`src/rtl/tdm_regs.svh`:
```
/*
 Register indices, field positions and reset values of the amplitude flag, dwell
 and signal monitor block. Assumes APB byte addresses equal four times an index.
*/
// Behaviour
// - A 13-bit lower flag threshold is built from an 8-bit low byte and a 5-bit high field and compared with the fine sample magnitude.
// - A 16-bit dwell value, written as low and high bytes, is the load value of the dwell counter.
// - The flag pins return to 0 only after the magnitude stayed below the lower threshold for the dwell count.
// - With next-sync mode 0 the monitor realigns on every rising SYSREF edge while the SYSREF receiver bit is 1; with 1 only the next valid rising edge realigns it.
// - Sync enable 0 disables monitor sync; in next-sync mode the enable clears itself once a SYSREF edge is taken.
// - Bit 1 of the monitor control register disables the peak detector at 0 and enables it at 1.
// - A 13-bit upper threshold, low byte plus 5-bit high field, is compared with the fine sample magnitude.
// - The flag output is active only while its enable bit is 1, and a force bit replaces the pin with a force value.
// - The monitor runs over a 24-bit period in clock cycles, odd or even, that resets to 128.
`ifndef TDM_REGS_SVH
`define TDM_REGS_SVH

`define TDM_IDX_FLAG_CTRL 10'h245
`define TDM_IDX_UP_LOW 10'h247
`define TDM_IDX_UP_HIGH 10'h248
`define TDM_IDX_LOW_LOW 10'h249
`define TDM_IDX_LOW_HIGH 10'h24A
`define TDM_IDX_DWELL_LOW 10'h24B
`define TDM_IDX_DWELL_HIGH 10'h24C
`define TDM_IDX_SYNC_CTRL 10'h26F
`define TDM_IDX_MON_CTRL 10'h270
`define TDM_IDX_PERIOD0 10'h271
`define TDM_IDX_PERIOD1 10'h272
`define TDM_IDX_PERIOD2 10'h273
`define TDM_IDX_STATUS 10'h280
`define TDM_IDX_IRQ_STAT 10'h281
`define TDM_IDX_IRQ_MASK 10'h282
`define TDM_IDX_SYSREF_RX 10'h283
`define TDM_IDX_PEAK 10'h284

`define TDM_FC_EN 0
`define TDM_FC_FORCE_VAL 2
`define TDM_FC_FORCE_EN 3
`define TDM_SC_EN 0
`define TDM_SC_NEXT 1
`define TDM_MC_PEAK_EN 1
`define TDM_EV_RISE 0
`define TDM_EV_FALL 1
`define TDM_EV_SYNC 2
`define TDM_EV_PERIOD 3

`define TDM_THR_RST 13'h0000
`define TDM_DWELL_RST 16'h0000
`define TDM_PERIOD_RST 24'h000080
`define TDM_IRQ_RST 4'h0

`endif

```
`src/rtl/tdm_pkg.sv`:
```
/*
 Types of the flag and monitor block: the state records of both modules.
 Assumes the constants header is included by every user.
*/
package tdm_pkg;

    typedef struct packed {
        logic flag;
        logic [15:0] cnt;
        logic rise;
        logic fall;
    } tdm_flag_state_t;

    typedef struct packed {
        logic [12:0] upThr;
        logic [12:0] lowThr;
        logic [15:0] dwell;
        logic flagEn;
        logic forceEn;
        logic forceVal;
        logic syncEn;
        logic syncNext;
        logic peakEn;
        logic rxEn;
        logic [23:0] period;
        logic [23:0] periodCnt;
        logic [12:0] peak;
        logic [12:0] peakResult;
        logic [3:0] irqStat;
        logic [3:0] irqMask;
        logic sys1;
        logic sys2;
        logic sysPrev;
        logic ready;
        logic slverr;
        logic [31:0] rdata;
        logic pinFirst;
        logic pinSecond;
        logic irq;
    } tdm_top_state_t;

endpackage : tdm_pkg

```
`src/rtl/tdm_flag_if.sv`:
```
/*
 Carrier between the register block and the flag engine.
 Assumes both ends run on the same clock.
*/
interface tdm_flag_if;
    logic [12:0] upper;
    logic [12:0] lower;
    logic [15:0] dwell;
    logic [12:0] mag;
    logic flag;
    logic rise;
    logic fall;

    modport ctrl (output upper, output lower, output dwell, output mag,
                  input flag, input rise, input fall);
    modport engine (input upper, input lower, input dwell, input mag,
                    output flag, output rise, output fall);
endinterface : tdm_flag_if

```
`src/rtl/tdm_flag_engine.sv`:
```
/*
 Amplitude flag engine: sets above the upper threshold, releases after a dwell
 below the lower one. Assumes magnitude and thresholds are on clk.
*/
`include "tdm_regs.svh"

module tdm_flag_engine
    import tdm_pkg::*;
(
    input wire logic clk,
    input wire logic reset,
    tdm_flag_if.engine ifc
);
    tdm_flag_state_t s_r;
    tdm_flag_state_t s_nxt;

    always_comb begin
        s_nxt = s_r;
        s_nxt.rise = 1'b0;
        s_nxt.fall = 1'b0;
        if (ifc.mag > ifc.upper) begin
            s_nxt.flag = 1'b1;
            s_nxt.cnt = ifc.dwell;
            s_nxt.rise = ~s_r.flag;
        end else if (ifc.mag >= ifc.lower) begin
            s_nxt.cnt = ifc.dwell;
        end else if (s_r.flag) begin
            // A dwell of 0 or 1 releases after one cycle below
            if (s_r.cnt <= 16'h0001) begin
                s_nxt.flag = 1'b0;
                s_nxt.cnt = 16'h0000;
                s_nxt.fall = 1'b1;
            end else begin
                s_nxt.cnt = s_r.cnt - 16'h0001;
            end
        end
    end

    always_ff @(posedge clk or posedge reset) begin
        if (reset) begin
            s_r <= '0;
        end else begin
            s_r <= s_nxt;
        end
    end

    assign ifc.flag = s_r.flag;
    assign ifc.rise = s_r.rise;
    assign ifc.fall = s_r.fall;

    a_flag_set: assert property (@(posedge clk) disable iff (reset)
        ifc.mag > ifc.upper |=> s_r.flag)
        else $error("flag not set above upper threshold");

    a_dwell_load: assert property (@(posedge clk) disable iff (reset)
        ifc.mag >= ifc.lower |=> s_r.cnt == $past(ifc.dwell))
        else $error("dwell not reloaded at or above lower threshold");

    // Upper below lower is legal to program, so the set branch is excluded
    a_dwell_count: assert property (@(posedge clk) disable iff (reset)
        s_r.flag && ifc.mag < ifc.lower && ifc.mag <= ifc.upper && s_r.cnt > 16'h0001
        |=> s_r.flag && s_r.cnt == $past(s_r.cnt) - 16'h0001)
        else $error("dwell did not count down by one");

    a_flag_release: assert property (@(posedge clk) disable iff (reset)
        s_r.flag && ifc.mag < ifc.lower && ifc.mag <= ifc.upper && s_r.cnt <= 16'h0001
        |=> !s_r.flag && s_r.fall)
        else $error("flag not released at end of dwell");

endmodule : tdm_flag_engine

```
`src/rtl/tdm_monitor_top.sv`:
```
/*
 APB register block for the amplitude flag pins, dwell, monitor period,
 SYSREF sync and peak detector, with a masked interrupt.
 Assumes sampleMag is on clk and sysrefIn is an asynchronous pin.
*/
// Chosen here: register access over APB.
`include "tdm_regs.svh"

module tdm_monitor_top
    import tdm_pkg::*;
(
    input wire logic clk,
    input wire logic reset,
    input wire logic psel,
    input wire logic penable,
    input wire logic pwrite,
    input wire logic [11:0] paddr,
    input wire logic [31:0] pwdata,
    output logic [31:0] prdata,
    output logic pready,
    output logic pslverr,
    input wire logic [12:0] sampleMag,
    input wire logic sysrefIn,
    output logic amplitudeFlagPinFirst,
    output logic amplitudeFlagPinSecond,
    output logic irq
);
    tdm_top_state_t s_r;
    tdm_top_state_t s_nxt;
    tdm_flag_if flagIf ();

    logic access;
    logic wr;
    logic [9:0] idx;

    assign access = psel & penable & ~s_r.ready;
    assign wr = psel & penable & s_r.ready & pwrite;
    assign idx = paddr[11:2];

    tdm_flag_engine tdm_flag_engine_inst (
        .clk(clk),
        .reset(reset),
        .ifc(flagIf)
    );

    assign flagIf.upper = s_r.upThr;
    assign flagIf.lower = s_r.lowThr;
    assign flagIf.dwell = s_r.dwell;
    assign flagIf.mag = sampleMag;

    always_comb begin
        logic [31:0] rd;
        logic hit;
        logic [3:0] clr;
        logic [3:0] ev;
        logic edgeSeen;
        rd = 32'h00000000;
        hit = 1'b1;
        clr = 4'h0;
        ev = 4'h0;
        edgeSeen = s_r.sys2 & ~s_r.sysPrev;
        s_nxt = s_r;

        // Address decode: writes land at the edge that completes the access
        if (idx == `TDM_IDX_FLAG_CTRL) begin
            rd = {28'h0000000, s_r.forceEn, s_r.forceVal, 1'b0, s_r.flagEn};
            if (wr) begin
                s_nxt.forceEn = pwdata[`TDM_FC_FORCE_EN];
                s_nxt.forceVal = pwdata[`TDM_FC_FORCE_VAL];
                s_nxt.flagEn = pwdata[`TDM_FC_EN];
            end
        end else if (idx == `TDM_IDX_UP_LOW) begin
            rd = {24'h000000, s_r.upThr[7:0]};
            if (wr) begin
                s_nxt.upThr[7:0] = pwdata[7:0];
            end
        end else if (idx == `TDM_IDX_UP_HIGH) begin
            rd = {27'h0000000, s_r.upThr[12:8]};
            if (wr) begin
                s_nxt.upThr[12:8] = pwdata[4:0];
            end
        end else if (idx == `TDM_IDX_LOW_LOW) begin
            rd = {24'h000000, s_r.lowThr[7:0]};
            if (wr) begin
                s_nxt.lowThr[7:0] = pwdata[7:0];
            end
        end else if (idx == `TDM_IDX_LOW_HIGH) begin
            rd = {27'h0000000, s_r.lowThr[12:8]};
            if (wr) begin
                s_nxt.lowThr[12:8] = pwdata[4:0];
            end
        end else if (idx == `TDM_IDX_DWELL_LOW) begin
            rd = {24'h000000, s_r.dwell[7:0]};
            if (wr) begin
                s_nxt.dwell[7:0] = pwdata[7:0];
            end
        end else if (idx == `TDM_IDX_DWELL_HIGH) begin
            rd = {24'h000000, s_r.dwell[15:8]};
            if (wr) begin
                s_nxt.dwell[15:8] = pwdata[7:0];
            end
        end else if (idx == `TDM_IDX_SYNC_CTRL) begin
            rd = {30'h00000000, s_r.syncNext, s_r.syncEn};
            if (wr) begin
                s_nxt.syncNext = pwdata[`TDM_SC_NEXT];
                s_nxt.syncEn = pwdata[`TDM_SC_EN];
            end
        end else if (idx == `TDM_IDX_MON_CTRL) begin
            rd = {30'h00000000, s_r.peakEn, 1'b0};
            if (wr) begin
                s_nxt.peakEn = pwdata[`TDM_MC_PEAK_EN];
            end
        end else if (idx == `TDM_IDX_PERIOD0) begin
            rd = {24'h000000, s_r.period[7:0]};
            if (wr) begin
                s_nxt.period[7:0] = pwdata[7:0];
            end
        end else if (idx == `TDM_IDX_PERIOD1) begin
            rd = {24'h000000, s_r.period[15:8]};
            if (wr) begin
                s_nxt.period[15:8] = pwdata[7:0];
            end
        end else if (idx == `TDM_IDX_PERIOD2) begin
            rd = {24'h000000, s_r.period[23:16]};
            if (wr) begin
                s_nxt.period[23:16] = pwdata[7:0];
            end
        end else if (idx == `TDM_IDX_STATUS) begin
            rd = {30'h00000000, s_r.syncEn & s_r.syncNext, flagIf.flag};
        end else if (idx == `TDM_IDX_IRQ_STAT) begin
            rd = {28'h0000000, s_r.irqStat};
            if (wr) begin
                clr = pwdata[3:0];
            end
        end else if (idx == `TDM_IDX_IRQ_MASK) begin
            rd = {28'h0000000, s_r.irqMask};
            if (wr) begin
                s_nxt.irqMask = pwdata[3:0];
            end
        end else if (idx == `TDM_IDX_SYSREF_RX) begin
            rd = {31'h00000000, s_r.rxEn};
            if (wr) begin
                s_nxt.rxEn = pwdata[0];
            end
        end else if (idx == `TDM_IDX_PEAK) begin
            rd = {19'h00000, s_r.peakResult};
        end else begin
            hit = 1'b0;
        end

        // One wait state: pready and read data come from flops
        s_nxt.ready = access;
        if (access) begin
            s_nxt.rdata = (hit && !pwrite) ? rd : 32'h00000000;
            s_nxt.slverr = ~hit;
        end

        // Only sys2 reads the first synchroniser stage
        s_nxt.sys1 = sysrefIn;
        s_nxt.sys2 = s_r.sys1;
        s_nxt.sysPrev = s_r.sys2;

        // The receiver gate keeps a floating SYSREF from moving the period
        if (s_r.rxEn && s_r.syncEn && edgeSeen) begin
            s_nxt.periodCnt = 24'h000000;
            s_nxt.peak = 13'h0000;
            ev[`TDM_EV_SYNC] = 1'b1;
            if (s_r.syncNext) begin
                s_nxt.syncEn = 1'b0;
            end
        end else if (s_r.periodCnt + 24'h000001 >= s_r.period) begin
            s_nxt.periodCnt = 24'h000000;
            ev[`TDM_EV_PERIOD] = 1'b1;
            if (s_r.peakEn) begin
                s_nxt.peakResult = s_r.peak;
            end
            s_nxt.peak = 13'h0000;
        end else begin
            s_nxt.periodCnt = s_r.periodCnt + 24'h000001;
        end

        if (!s_r.peakEn) begin
            s_nxt.peak = 13'h0000;
        end else if (sampleMag > s_nxt.peak) begin
            s_nxt.peak = sampleMag;
        end

        ev[`TDM_EV_RISE] = flagIf.rise;
        ev[`TDM_EV_FALL] = flagIf.fall;
        // A new event outweighs a clear in the same cycle
        s_nxt.irqStat = (s_r.irqStat & ~clr) | ev;
        s_nxt.irq = |(s_nxt.irqStat & s_nxt.irqMask);

        s_nxt.pinFirst = s_r.forceEn ? s_r.forceVal : (s_r.flagEn & flagIf.flag);
        s_nxt.pinSecond = s_nxt.pinFirst;
    end

    always_ff @(posedge clk or posedge reset) begin
        if (reset) begin
            s_r <= '0;
            s_r.period <= `TDM_PERIOD_RST;
            s_r.upThr <= `TDM_THR_RST;
            s_r.lowThr <= `TDM_THR_RST;
            s_r.dwell <= `TDM_DWELL_RST;
            s_r.irqMask <= `TDM_IRQ_RST;
        end else begin
            s_r <= s_nxt;
        end
    end

    assign prdata = s_r.rdata;
    assign pready = s_r.ready;
    assign pslverr = s_r.slverr;
    assign amplitudeFlagPinFirst = s_r.pinFirst;
    assign amplitudeFlagPinSecond = s_r.pinSecond;
    assign irq = s_r.irq;

    a_pin_forced: assert property (@(posedge clk) disable iff (reset)
        s_r.forceEn |=> amplitudeFlagPinFirst == $past(s_r.forceVal))
        else $error("forced pin level wrong");

    a_pin_gated: assert property (@(posedge clk) disable iff (reset)
        !s_r.forceEn && !s_r.flagEn |=> !amplitudeFlagPinFirst && !amplitudeFlagPinSecond)
        else $error("pin active while flag output disabled");

    a_pin_follow: assert property (@(posedge clk) disable iff (reset)
        !s_r.forceEn && s_r.flagEn |=> amplitudeFlagPinFirst == $past(flagIf.flag))
        else $error("enabled pin does not follow the flag");

    a_pins_equal: assert property (@(posedge clk) disable iff (reset)
        amplitudeFlagPinFirst == amplitudeFlagPinSecond)
        else $error("flag pins disagree");

    a_next_clear: assert property (@(posedge clk) disable iff (reset)
        s_r.rxEn && s_r.syncEn && s_r.syncNext && s_r.sys2 && !s_r.sysPrev
        |=> !s_r.syncEn && s_r.periodCnt == 24'h000000)
        else $error("next-sync edge did not realign and disarm");

    a_cont_keep: assert property (@(posedge clk) disable iff (reset)
        s_r.rxEn && s_r.syncEn && !s_r.syncNext && s_r.sys2 && !s_r.sysPrev && !wr
        |=> s_r.syncEn && s_r.periodCnt == 24'h000000)
        else $error("continuous sync lost enable or alignment");

    a_sync_gate: assert property (@(posedge clk) disable iff (reset)
        !s_r.rxEn && !wr |=> s_r.syncEn == $past(s_r.syncEn))
        else $error("sync enable moved with receiver off");

    a_sync_quiet: assert property (@(posedge clk) disable iff (reset)
        !s_r.syncEn |=> !(s_r.irqStat[`TDM_EV_SYNC] && !$past(s_r.irqStat[`TDM_EV_SYNC])))
        else $error("sync event raised while sync disabled");

    a_sync_off: assert property (@(posedge clk) disable iff (reset)
        !s_r.syncEn && s_r.periodCnt + 24'h000001 < s_r.period
        |=> s_r.periodCnt == $past(s_r.periodCnt) + 24'h000001)
        else $error("period counter moved while sync disabled");

    a_peak_off: assert property (@(posedge clk) disable iff (reset)
        !s_r.peakEn |=> s_r.peak == 13'h0000)
        else $error("peak tracked while detector disabled");

    a_peak_hold: assert property (@(posedge clk) disable iff (reset)
        !s_r.peakEn |=> s_r.peakResult == $past(s_r.peakResult))
        else $error("peak result moved while detector disabled");

    a_peak_track: assert property (@(posedge clk) disable iff (reset)
        s_r.peakEn && sampleMag > s_r.peak |=> s_r.peak == $past(sampleMag))
        else $error("peak missed a larger sample");

    a_period_wrap: assert property (@(posedge clk) disable iff (reset)
        !(s_r.rxEn && s_r.syncEn) && s_r.periodCnt + 24'h000001 == s_r.period
        |=> s_r.periodCnt == 24'h000000 && s_r.irqStat[`TDM_EV_PERIOD])
        else $error("period did not wrap at programmed length");

    a_low_write: assert property (@(posedge clk) disable iff (reset)
        wr && idx == `TDM_IDX_LOW_LOW |=> s_r.lowThr[7:0] == $past(pwdata[7:0]))
        else $error("lower threshold low byte not written");

    a_low_high_write: assert property (@(posedge clk) disable iff (reset)
        wr && idx == `TDM_IDX_LOW_HIGH |=> s_r.lowThr[12:8] == $past(pwdata[4:0]))
        else $error("lower threshold high field not written");

    a_upper_write: assert property (@(posedge clk) disable iff (reset)
        wr && idx == `TDM_IDX_UP_HIGH |=> s_r.upThr[12:8] == $past(pwdata[4:0]))
        else $error("upper threshold high field not written");

    a_dwell_write: assert property (@(posedge clk) disable iff (reset)
        wr && idx == `TDM_IDX_DWELL_HIGH |=> s_r.dwell[15:8] == $past(pwdata[7:0]))
        else $error("dwell high byte not written");

    a_peak_write: assert property (@(posedge clk) disable iff (reset)
        wr && idx == `TDM_IDX_MON_CTRL |=> s_r.peakEn == $past(pwdata[`TDM_MC_PEAK_EN]))
        else $error("peak enable not written");

    a_period_write: assert property (@(posedge clk) disable iff (reset)
        wr && idx == `TDM_IDX_PERIOD0 |=> s_r.period[7:0] == $past(pwdata[7:0]))
        else $error("period low byte not written");

    a_rise_sticky: assert property (@(posedge clk) disable iff (reset)
        flagIf.rise |=> s_r.irqStat[`TDM_EV_RISE])
        else $error("flag rise event lost");

    a_irq_level: assert property (@(posedge clk) disable iff (reset)
        irq == |(s_r.irqStat & s_r.irqMask))
        else $error("interrupt level disagrees with masked status");

    a_ready_pulse: assert property (@(posedge clk) disable iff (reset)
        pready |=> !pready)
        else $error("apb ready held longer than one cycle");

    a_error_data: assert property (@(posedge clk) disable iff (reset)
        pready && pslverr |-> prdata == 32'h00000000)
        else $error("apb error answer carried data");

    a_apb_wait: assert property (@(posedge clk) disable iff (reset)
        psel && !penable ##1 psel && penable |-> !pready ##1 pready)
        else $error("apb answer not after one wait state");

endmodule : tdm_monitor_top

```
`config.mk`:
```
export PLATFORM = sky130hd
export DESIGN_NAME = tdm_monitor_top
export DESIGN_NICKNAME = d
export VERILOG_FILES = /design/src/rtl/tdm_pkg.sv /design/src/rtl/tdm_flag_if.sv /design/src/rtl/tdm_flag_engine.sv /design/src/rtl/tdm_monitor_top.sv
export VERILOG_INCLUDE_DIRS = /design/src /design/src/rtl
export SDC_FILE = /design/constraint.sdc
export NUM_CORES = 1
export LEC_CHECK = 0
export BUFFER_PORTS_ARGS = -buffer_cell sky130_fd_sc_hd__buf_2
export CORE_MARGIN = 10
export CORE_UTILIZATION = 65
export DETAILED_ROUTE_END_ITERATION = 10
export PLACE_DENSITY = 0.95
export REMOVE_ABC_BUFFERS = 1
export SLEW_MARGIN = 10
export SYNTH_ARGS = -nofsm -noshare
export SYNTH_HDL_FRONTEND = slang
export SYNTH_SLANG_ARGS = --single-unit
```
`constraint.sdc`:
```
create_clock -name clk -period 8.15 [get_ports clk]
set_input_delay 0.4075 -clock clk [delete_from_list [all_inputs] [get_ports clk]]
set_output_delay 0.4075 -clock clk [all_outputs]
set_load 0.01 [all_outputs]
```
# ---- After elaboration in Yosys (flattened, before gate mapping)
# Index checks and enable logic that the tools add are counted.
dict set report totals {
  reg_bits 189
  latchBits 0
  ram_bits 0
  romBits 0
  in_bits 63
  out_inout_bits 37
  memories 0
}
dict set report op_classes {
  n_addsub 2
  mul 0
  div 0
  order_cmp 5
  n_eq_ne 18
  n_shift 0
  mux 116
  bitwise_logic 31
  reduce_logical 20
}
# cell count
set ops {}
lappend ops {{13-bit two-way mux} 20}
lappend ops {{28-bit two-way mux} 7}
lappend ops {{10-bit == test (second input constant)} 17}
lappend ops {{4-bit two-way mux} 31}
lappend ops {{26-bit two-way mux} 2}
lappend ops {{17-bit two-way mux} 3}
lappend ops {{8-bit two-way mux} 6}
lappend ops {{1-bit two-way mux} 38}
lappend ops {{37-bit two-way mux} 1}
lappend ops {{16-bit two-way mux} 2}
lappend ops {{32-bit two-way mux} 1}
lappend ops {{13-bit > comparator} 2}
lappend ops {{25-bit two-way mux} 1}
lappend ops {{24-bit by 1-bit adder with 24-bit output (second input constant)} 1}
lappend ops {{24-bit >= comparator} 1}
lappend ops {{24-bit two-way mux} 1}
lappend ops {{1-bit inverter} 20}
lappend ops {{17-bit AND reduction} 1}
lappend ops {{16-bit by 1-bit less-or-equal comparator with 1-bit output (second input constant)} 1}
lappend ops {{16-bit by 1-bit subtractor with 16-bit output (second input constant)} 1}
lappend ops {{13-bit >= comparator} 1}
lappend ops {{13-bit AND reduction} 1}
lappend ops {{12-bit AND reduction} 1}
lappend ops {{11-bit AND reduction} 1}
lappend ops {{20 further kinds} 31}

# ---- Logic depth before layout (Yosys ltp)
# Gate-level depths: netlist (run 1).
dict set report depth {
  ltp_word 23
  ltp_mapped 22
}

# ---- By module
# Synthesis (run 1) repeated with hierarchy kept, for this count alone.
dict set report unflattened {
  hier_cells 1135
  hier_area_um2 10845.4
}
# mod instances cells_each area_each_um2
set by_module_without_submodules {}
lappend by_module_without_submodules {tdm_monitor_top 1 926 9011.1}
lappend by_module_without_submodules {tdm_flag_engine 1 209 1834.3}

# ---- Worst setup path before layout (run 1)
# OpenSTA, ideal clock, no wires.
dict set report synth_path {
  path_kind {register to register}
  from {register s_r[76] (netlist bit)}
  to {register s_r[65] (netlist bit)}
  setup_ns 0.101
  arrival_time_ns 4.943
  t_required_ns 8.049
  path_slack_ns 3.106
  stages_incl_launch_ff 21
  path_buffers 2
  path_cell_list {dfrtp_1 nand4_1 or3_1 nor3_1 and3_1 xor2_1 ha_1 a21oi_1 o21ai_0 a2111oi_1 and3_1 a21o_1 clkbuf_1 nand2_1 ha_1 or4_1 a221o_1 o22ai_1 nor2_1 buf_2 o32ai_1}
}
# element line_no
set synth_lines {}
lappend synth_lines {{start, declared} tdm_monitor_top.sv:28} ;# tdm_top_state_t s_r;
lappend synth_lines {{start signal, assigned} tdm_monitor_top.sv:207} ;# s_r <= s_nxt;

==> impl_metrics.tcl, run 1 <==
set metrics [dict create \
    status "finished, final reports clean" \
    yosys_warnings 0 \
    nets 1193 \
    cp_max_fo 36 \
    crit_type "flop to flop" \
    clk-insertion-delay-late_ps 460 \
    drive_gt1_share_pct 18.5 \
    clk_path_buf_depth 2 \
    drtIter0Drc 1103 \
    p_leak_nw 5.23 \
    finalSetupViolCount 0 \
    ir_drop_v 0.000212 \
    cts_sinks 170 \
    grt_util_all_layers_pct 27.2 \
    critPathRequiredTime_ps 8490 \
    async_flop_share_pct 100 \
    slew_viol_final 0 \
    area_growth_syn_to_layout_pct 8.06 \
    post-dp-hpwl_um 20400 \
    cts_max_level 4 \
    gp_congestion 0.956 \
    maxCapViolCount 0 \
    grt_pass1_wl_um 46900 \
    routedWlPerCell_um 23.0 \
    syn_area_per_cell_um2 9.88 \
    hold_buffers 0 \
    rsz0062_at_grt "false" \
    synth.ff_latch_count 170 \
    synth_area_um2 10300 \
    numPortBuffers 54 \
    synth_edf_count 0 \
    die_w_um 146 \
    n_antenna_cell 0 \
    ys.flop_type "dfrtp_1" \
    relSlewSlack_pct 30.3 \
    clock_skew_ps 15.3 \
    die_h_um 146 \
    core_um2 15300 \
    cts_setup_buffers 0 \
    cts_buffers 17 \
    tritoncts "built" \
    fin_tns_setup_ps 0 \
    min_path_type "primary input to flop" \
    ios 100 \
    power.total_mw 2.36 \
    rows 45 \
    place_area_um2 10500 \
    postRouteAntennaNets 0 \
    die_area_um2 21200 \
    dp_slack_ps 2420 \
    worstSetupStartpointType "flop" \
    vias_per_cell 6.76 \
    fin_ws_ps 2190 \
    yosysUniqueCellTypes 85 \
    grt_max_degree 95 \
    ys_seq_area_share_pct 41.5 \
    cts-resized-gates 0 \
    worstPathArrival_ps 6300 \
    antenna_found_initial 0 \
    end_kind "flop" \
    power.density_nw_per_um2 213 \
    synth_cells 1039 \
    drt-pass1-iter-count 6 \
    hold_viol 0 \
    drc 0 \
    fmax_ghz 0.168 \
    totalWireLength_um 29700 \
    worst_slew_pin_slew_ps 1040 \
    grt_pass1_vias 8840 \
    clk_pin_slew_worst_paths_ps 70 \
    layout_min_cycle_time_ps 5960 \
    start_util_pct 67.0 \
    grt-ovfl-total 0 \
    finish.instance_area_um2 11100 \
    cts_root_buffer "clkbuf_16" \
    min_period_over_period_pct 73.1 \
    vias 8711 \
]
-- layout make-up --
class | count | area [um^2]
clock buffer | 18 | 439
clock inverter | 14 | 174
fill | 1007 | 4220
inverter | 75 | 287
multi-input combinational | 743 | 5380
sequential | 170 | 4260
tap | 211 | 264
timing repair buffer | 57 | 293
-- per-layer routing --
layer	global-route usage (%)	vias up	share of wire (%)
li1	-	3730	-
met1	33.3	4254	37
met2	43.4	594	48
met3	7.67	133	11
met4	13.0	0	4.6
met5	0	-	0
-- state kept, by name, indices dropped and copies added, names as in the netlist --
| signal | cells |
|---|---|
| irq | 1 |
| tdm_flag_engine_inst.ifc.fall | 1 |
| tdm_flag_engine_inst.ifc.flag | 1 |
| s_nxt | 2 |
| flagIf.upper | 13 |
| prdata | 13 |
| flagIf.lower | 13 |
| pslverr | 1 |
| flagIf.dwell | 16 |
| pready | 1 |
| tdm_flag_engine_inst.ifc.rise | 1 |
| tdm_flag_engine_inst.s_r | 16 |
| amplitudeFlagPinSecond | 1 |
| s_r | 90 |
-- through the flow --
step / instances / hold slack [ps] / util (%)
after CTS: 1288 / 62.3 / 72.4
after global routing: 1288 / 61.4 / 72.4
after detailed placement: 1256 / 344 / 68.4
after global placement: 1256 / 336 / 68.4
final: 1288 / 61.8 / 72.4
after floorplan: 988 / 331 / -
-- kinds of logic (layout without fill, tap and decap cells) --
group	Yosys count	after routing	share of synthesized area, %
and+or+nand+nor	338	338	17.5
AOI/OAI and AO/OA	199	199	13.1
DFF	170	170	41.5
buffers and inverters	144	164	6.83
muxes	99	99	11.1
adders and majority gates	66	66	8.05
xor gates and xnor gates	22	22	1.88
other	1	19	0.0365
-- worst paths after layout --
check,start,slack [ps],to,depth (start not counted)
worst min-delay path,sysrefIn,60,s_nxt[38],1
max in group asynchronous,reset,6470,flagIf.lower[8],3
worst min register to register,s_nxt[38],360,s_nxt[37],0
worst max-delay path,s_r[76],2190,s_r[71],19
min in group asynchronous,reset,120,s_r[56],2
worst max register to register,s_r[76],2190,s_r[71],19
-- worst max-delay path: stages, from the launching register on --
cell and delay, ps:
dfrtp_1 430, nand4_1 200, or3_1 480, nor3_1 360, and3_1 220, xor2_1 200
ha_1 280, a21oi_1 150, o21ai_0 170, a2111oi_1 490, and3_1 280, a21o_1 120
buf_4 300, nand2_1 110, ha_1 210, or4_1 540, a221o_1 280, o22ai_1 330
nor2_1 300, o32ai_1 370
-- power by group --
group	total, mW	internal (mW)	leakage, nW	switching (mW)
sequential	0.934	0.881	2.29	0.0529
clock	0.839	0.448	0.294	0.391
combinational	0.586	0.245	2.65	0.341
total	2.36	1.57	5.23	0.786
-- synth_stat cells, types with 10 or more instances --
library cell  instances  area, um^2
inv_1                75         282
xor2_1               10        87.6
dfrtp_1             169        4230
o21ai_1              14        70.1
xnor2_1              12         105
nand2_1             106         398
ha_1                 66         826
nor2_1               48         180
nand2b_1             13        81.3
o22ai_1              10        62.6
nand4_1              16         100
o21ai_0              41         205
nor3_1               18        90.1
and3_1               11        68.8
buf_4                37         278
o32ai_1              13         114
clkbuf_1             17        63.8
buf_2                11        55.1
nand3_1              32         160
nor2b_1              11        68.8
mux2_2               80         901
and2_1               28         175
a21oi_1              32         160
-- cells in the final DEF (no fill, tap or decap), types with 10 or more instances in the layout --
master / n
a21oi_1: 31
and2_1: 28
and3_1: 11
buf_2: 54
clkbuf_16: 17
conb_1: 19
dfrtp_1: 169
ha_1: 66
inv_1: 74
mux2_2: 80
nand2_1: 106
nand2b_1: 13
nand3_1: 32
nand4_1: 16
nor2_1: 48
nor2b_1: 11
nor3_1: 18
o21ai_0: 41
o21ai_1: 14
o22ai_1: 10
o32ai_1: 13
xnor2_1: 12
xor2_1: 10
Note: power is estimated with default switching activity, not from simulation.
==> inputs of run 2 (changes only) <==
CORE_UTILIZATION = 54   (was 65)
PLACE_DENSITY = 0.87   (was 0.95)
clock period = 4.8 ns   (was 8.15 ns; I/O delays follow)
==> run 2 against run 1 <==
  * The run now ends with negative hold slack, negative setup slack left
  * Worst hold slack got worse by 120 ps
  * Sequential power rose by 69%
  * Sequential share of layout area shrank 3.0 points
  * Critical path depth increased by 2
  * First-iteration DRC count is 2.5% higher
  * Power is 66% higher
  * Count of clock-buffer cells in the layout is 1 higher
  * Cell count grew 6.3%
  * Sequential cell count unchanged
  * Largest power group unchanged
==> impl_metrics.tcl, run 2 (synthesis gave the netlist of run 1 again) <==
set metrics [dict create \
    status "complete, but fails checks" \
    violations "negative hold slack, negative setup slack" \
    clock_skew_ps 15.1 \
    path_cells "nand2_2 > or3_4 > or2_4 > nor2_4 > xnor2_2 > ha_1 > nand4_1 > or2_1 > o41a_1 > a21o_4 > buf_12 > buf_8 > and2_4 > ha_4 > nor2b_1 > o21bai_1 > a21oi_2 > o22ai_4 > buf_6 > or3b_4 > o32ai_2" \
    n_fill_cell 1373 \
    area_growth_syn_to_layout_pct 17.1 \
    ir_drop_v 0.000276 \
    drive_gt1_share_pct 27.2 \
    holdWs_ps -54.4 \
    cts_buffers 17 \
    routedWlPerCell_um 22.6 \
    min_period_over_period_pct 104 \
    rsz0062_at_grt "true" \
    finalSetupViolCount 12 \
    tritoncts "built" \
    grt_util_all_layers_pct 23.4 \
    cp_max_fo 6 \
    power.density_nw_per_um2 326 \
    end_kind "flop" \
    relSlewSlack_pct 22.3 \
    gp_congestion 0.964 \
    largest_reg_flops 90 \
    cp_num_buf_inv 3 \
    min_path_type "primary input to asynchronous set/reset pin" \
    post-route-util_pct 64.3 \
    die_h_um 158 \
    clk-insertion-delay-late_ps 450 \
    die_w_um 158 \
    ios 100 \
    drtIter0Drc 1131 \
    grt_pass1_wl_um 46000 \
    critPathRequiredTime_ps 5150 \
    crit_type "flop to flop" \
    core_um2 18700 \
    post-dp-hpwl_um 20500 \
    postRouteAntennaNets 0 \
    start_util_pct 54.9 \
    die_area_um2 24900 \
    worst_slew_pin_slew_ps 1160 \
    maxCapViolCount 0 \
    cts_root_buffer "clkbuf_16" \
    worstPathArrival_ps 5350 \
    hold_viol 48 \
    rows 50 \
    nets 1251 \
    top_regs "s_r x90, flagIf.dwell x16, tdm_flag_engine_inst.s_r x16" \
    vias_per_cell 6.53 \
    fmax_ghz 0.200 \
    cts_sinks 170 \
    layout_min_cycle_time_ps 5000 \
    slew_viol_final 0 \
    layout_commonest_cell "dfrtp_1" \
    slowest_stage "or3b_4" \
    clk_pin_slew_worst_paths_ps 80 \
    numPortBuffers 54 \
    regMostFlops "s_r" \
    ff2ff_path_depth 21 \
    cts_max_level 4 \
    totalWireLength_um 31000 \
    vias 8934 \
    critical_path.top_delay_family "simple AND/OR/NAND/NOR gates" \
    crit_path_max_incr_delay_ps 440 \
    cp_num_cells 21 \
    drt-pass1-iter-count 5 \
    grt_max_degree 96 \
    final_cell_mix "dfrtp_1, nand2_1, mux2_2" \
    dp_slack_ps -427 \
    clk_path_buf_depth 2 \
    grt-ovfl-total 0 \
    fin_ws_ps -197 \
    antenna_found_initial 0 \
    grt_pass1_vias 8691 \
    n_antenna_cell 0 \
    worstSetupStartpointType "flop" \
    drc 0 \
    p_leak_nw 5.65 \
]
-- run 2: what timing repair did --
item,CTS,global route
hold buffers,1,0
setup endpoints to repair,13,13
cloned,0,3
gates resized for setup,20,67
pin swaps,13,45
endpoints found under the hold margin,1,0
buffers inserted,9,15
-- run 2: metal layers --
metal | GRT usage, % | share of wire [%] | vias up
met4 | 10.8 | 5.2 | 0
met3 | 5.29 | 11 | 142
met5 | 0 | 0 | -
met1 | 29.4 | 37 | 4375
li1 | - | - | 3839
met2 | 37.8 | 47 | 578
-- run 2: report_power, final --
group / switching (mW) / internal [mW] / total (mW)
registers: 0.0824 / 1.50 / 1.58
logic: 0.552 / 0.427 / 0.979
clock network: 0.636 / 0.727 / 1.36
-- run 2: final cells by class --
| class | instances | area, um^2 | area share [%] |
|---|---|---|---|
| clock inverters | 13 | 133 | 1.10 |
| clock buffers | 19 | 433 | 3.60 |
| inverters | 75 | 287 | 2.38 |
| multi-input cells | 744 | 5830 | 48.5 |
| well taps | 234 | 293 | 2.44 |
| flip-flops and latches | 170 | 4260 | 35.4 |
| repair buffers | 114 | 787 | 6.55 |
-- run 2: worst paths after layout --
path	start	endpoint	slack [ps]
min	reset	prdata[8]	-50
min in group clk	sampleMag[11]	s_r[72]	120
max reg2reg	s_r[75]	s_r[66]	-200
max in group asynchronous	reset	s_r[82]	3790
min reg2reg	s_nxt[38]	s_nxt[37]	350
max	s_r[75]	s_r[66]	-200
-- run 2: metrics by stage --
stage	total power [mW]	hold slack [ps]	TNS (ps)	area (um^2)	cells
after global routing	4.08	19.7	-3350	12000	1369
after detailed placement	2.54	338	-5120	10700	1310
after global placement	2.50	338	-1570	10700	1310
after floorplan	2.30	271	-9940	9910	988
final	3.92	-54.4	-1790	12000	1369
after CTS	3.87	5.07	0	11500	1352
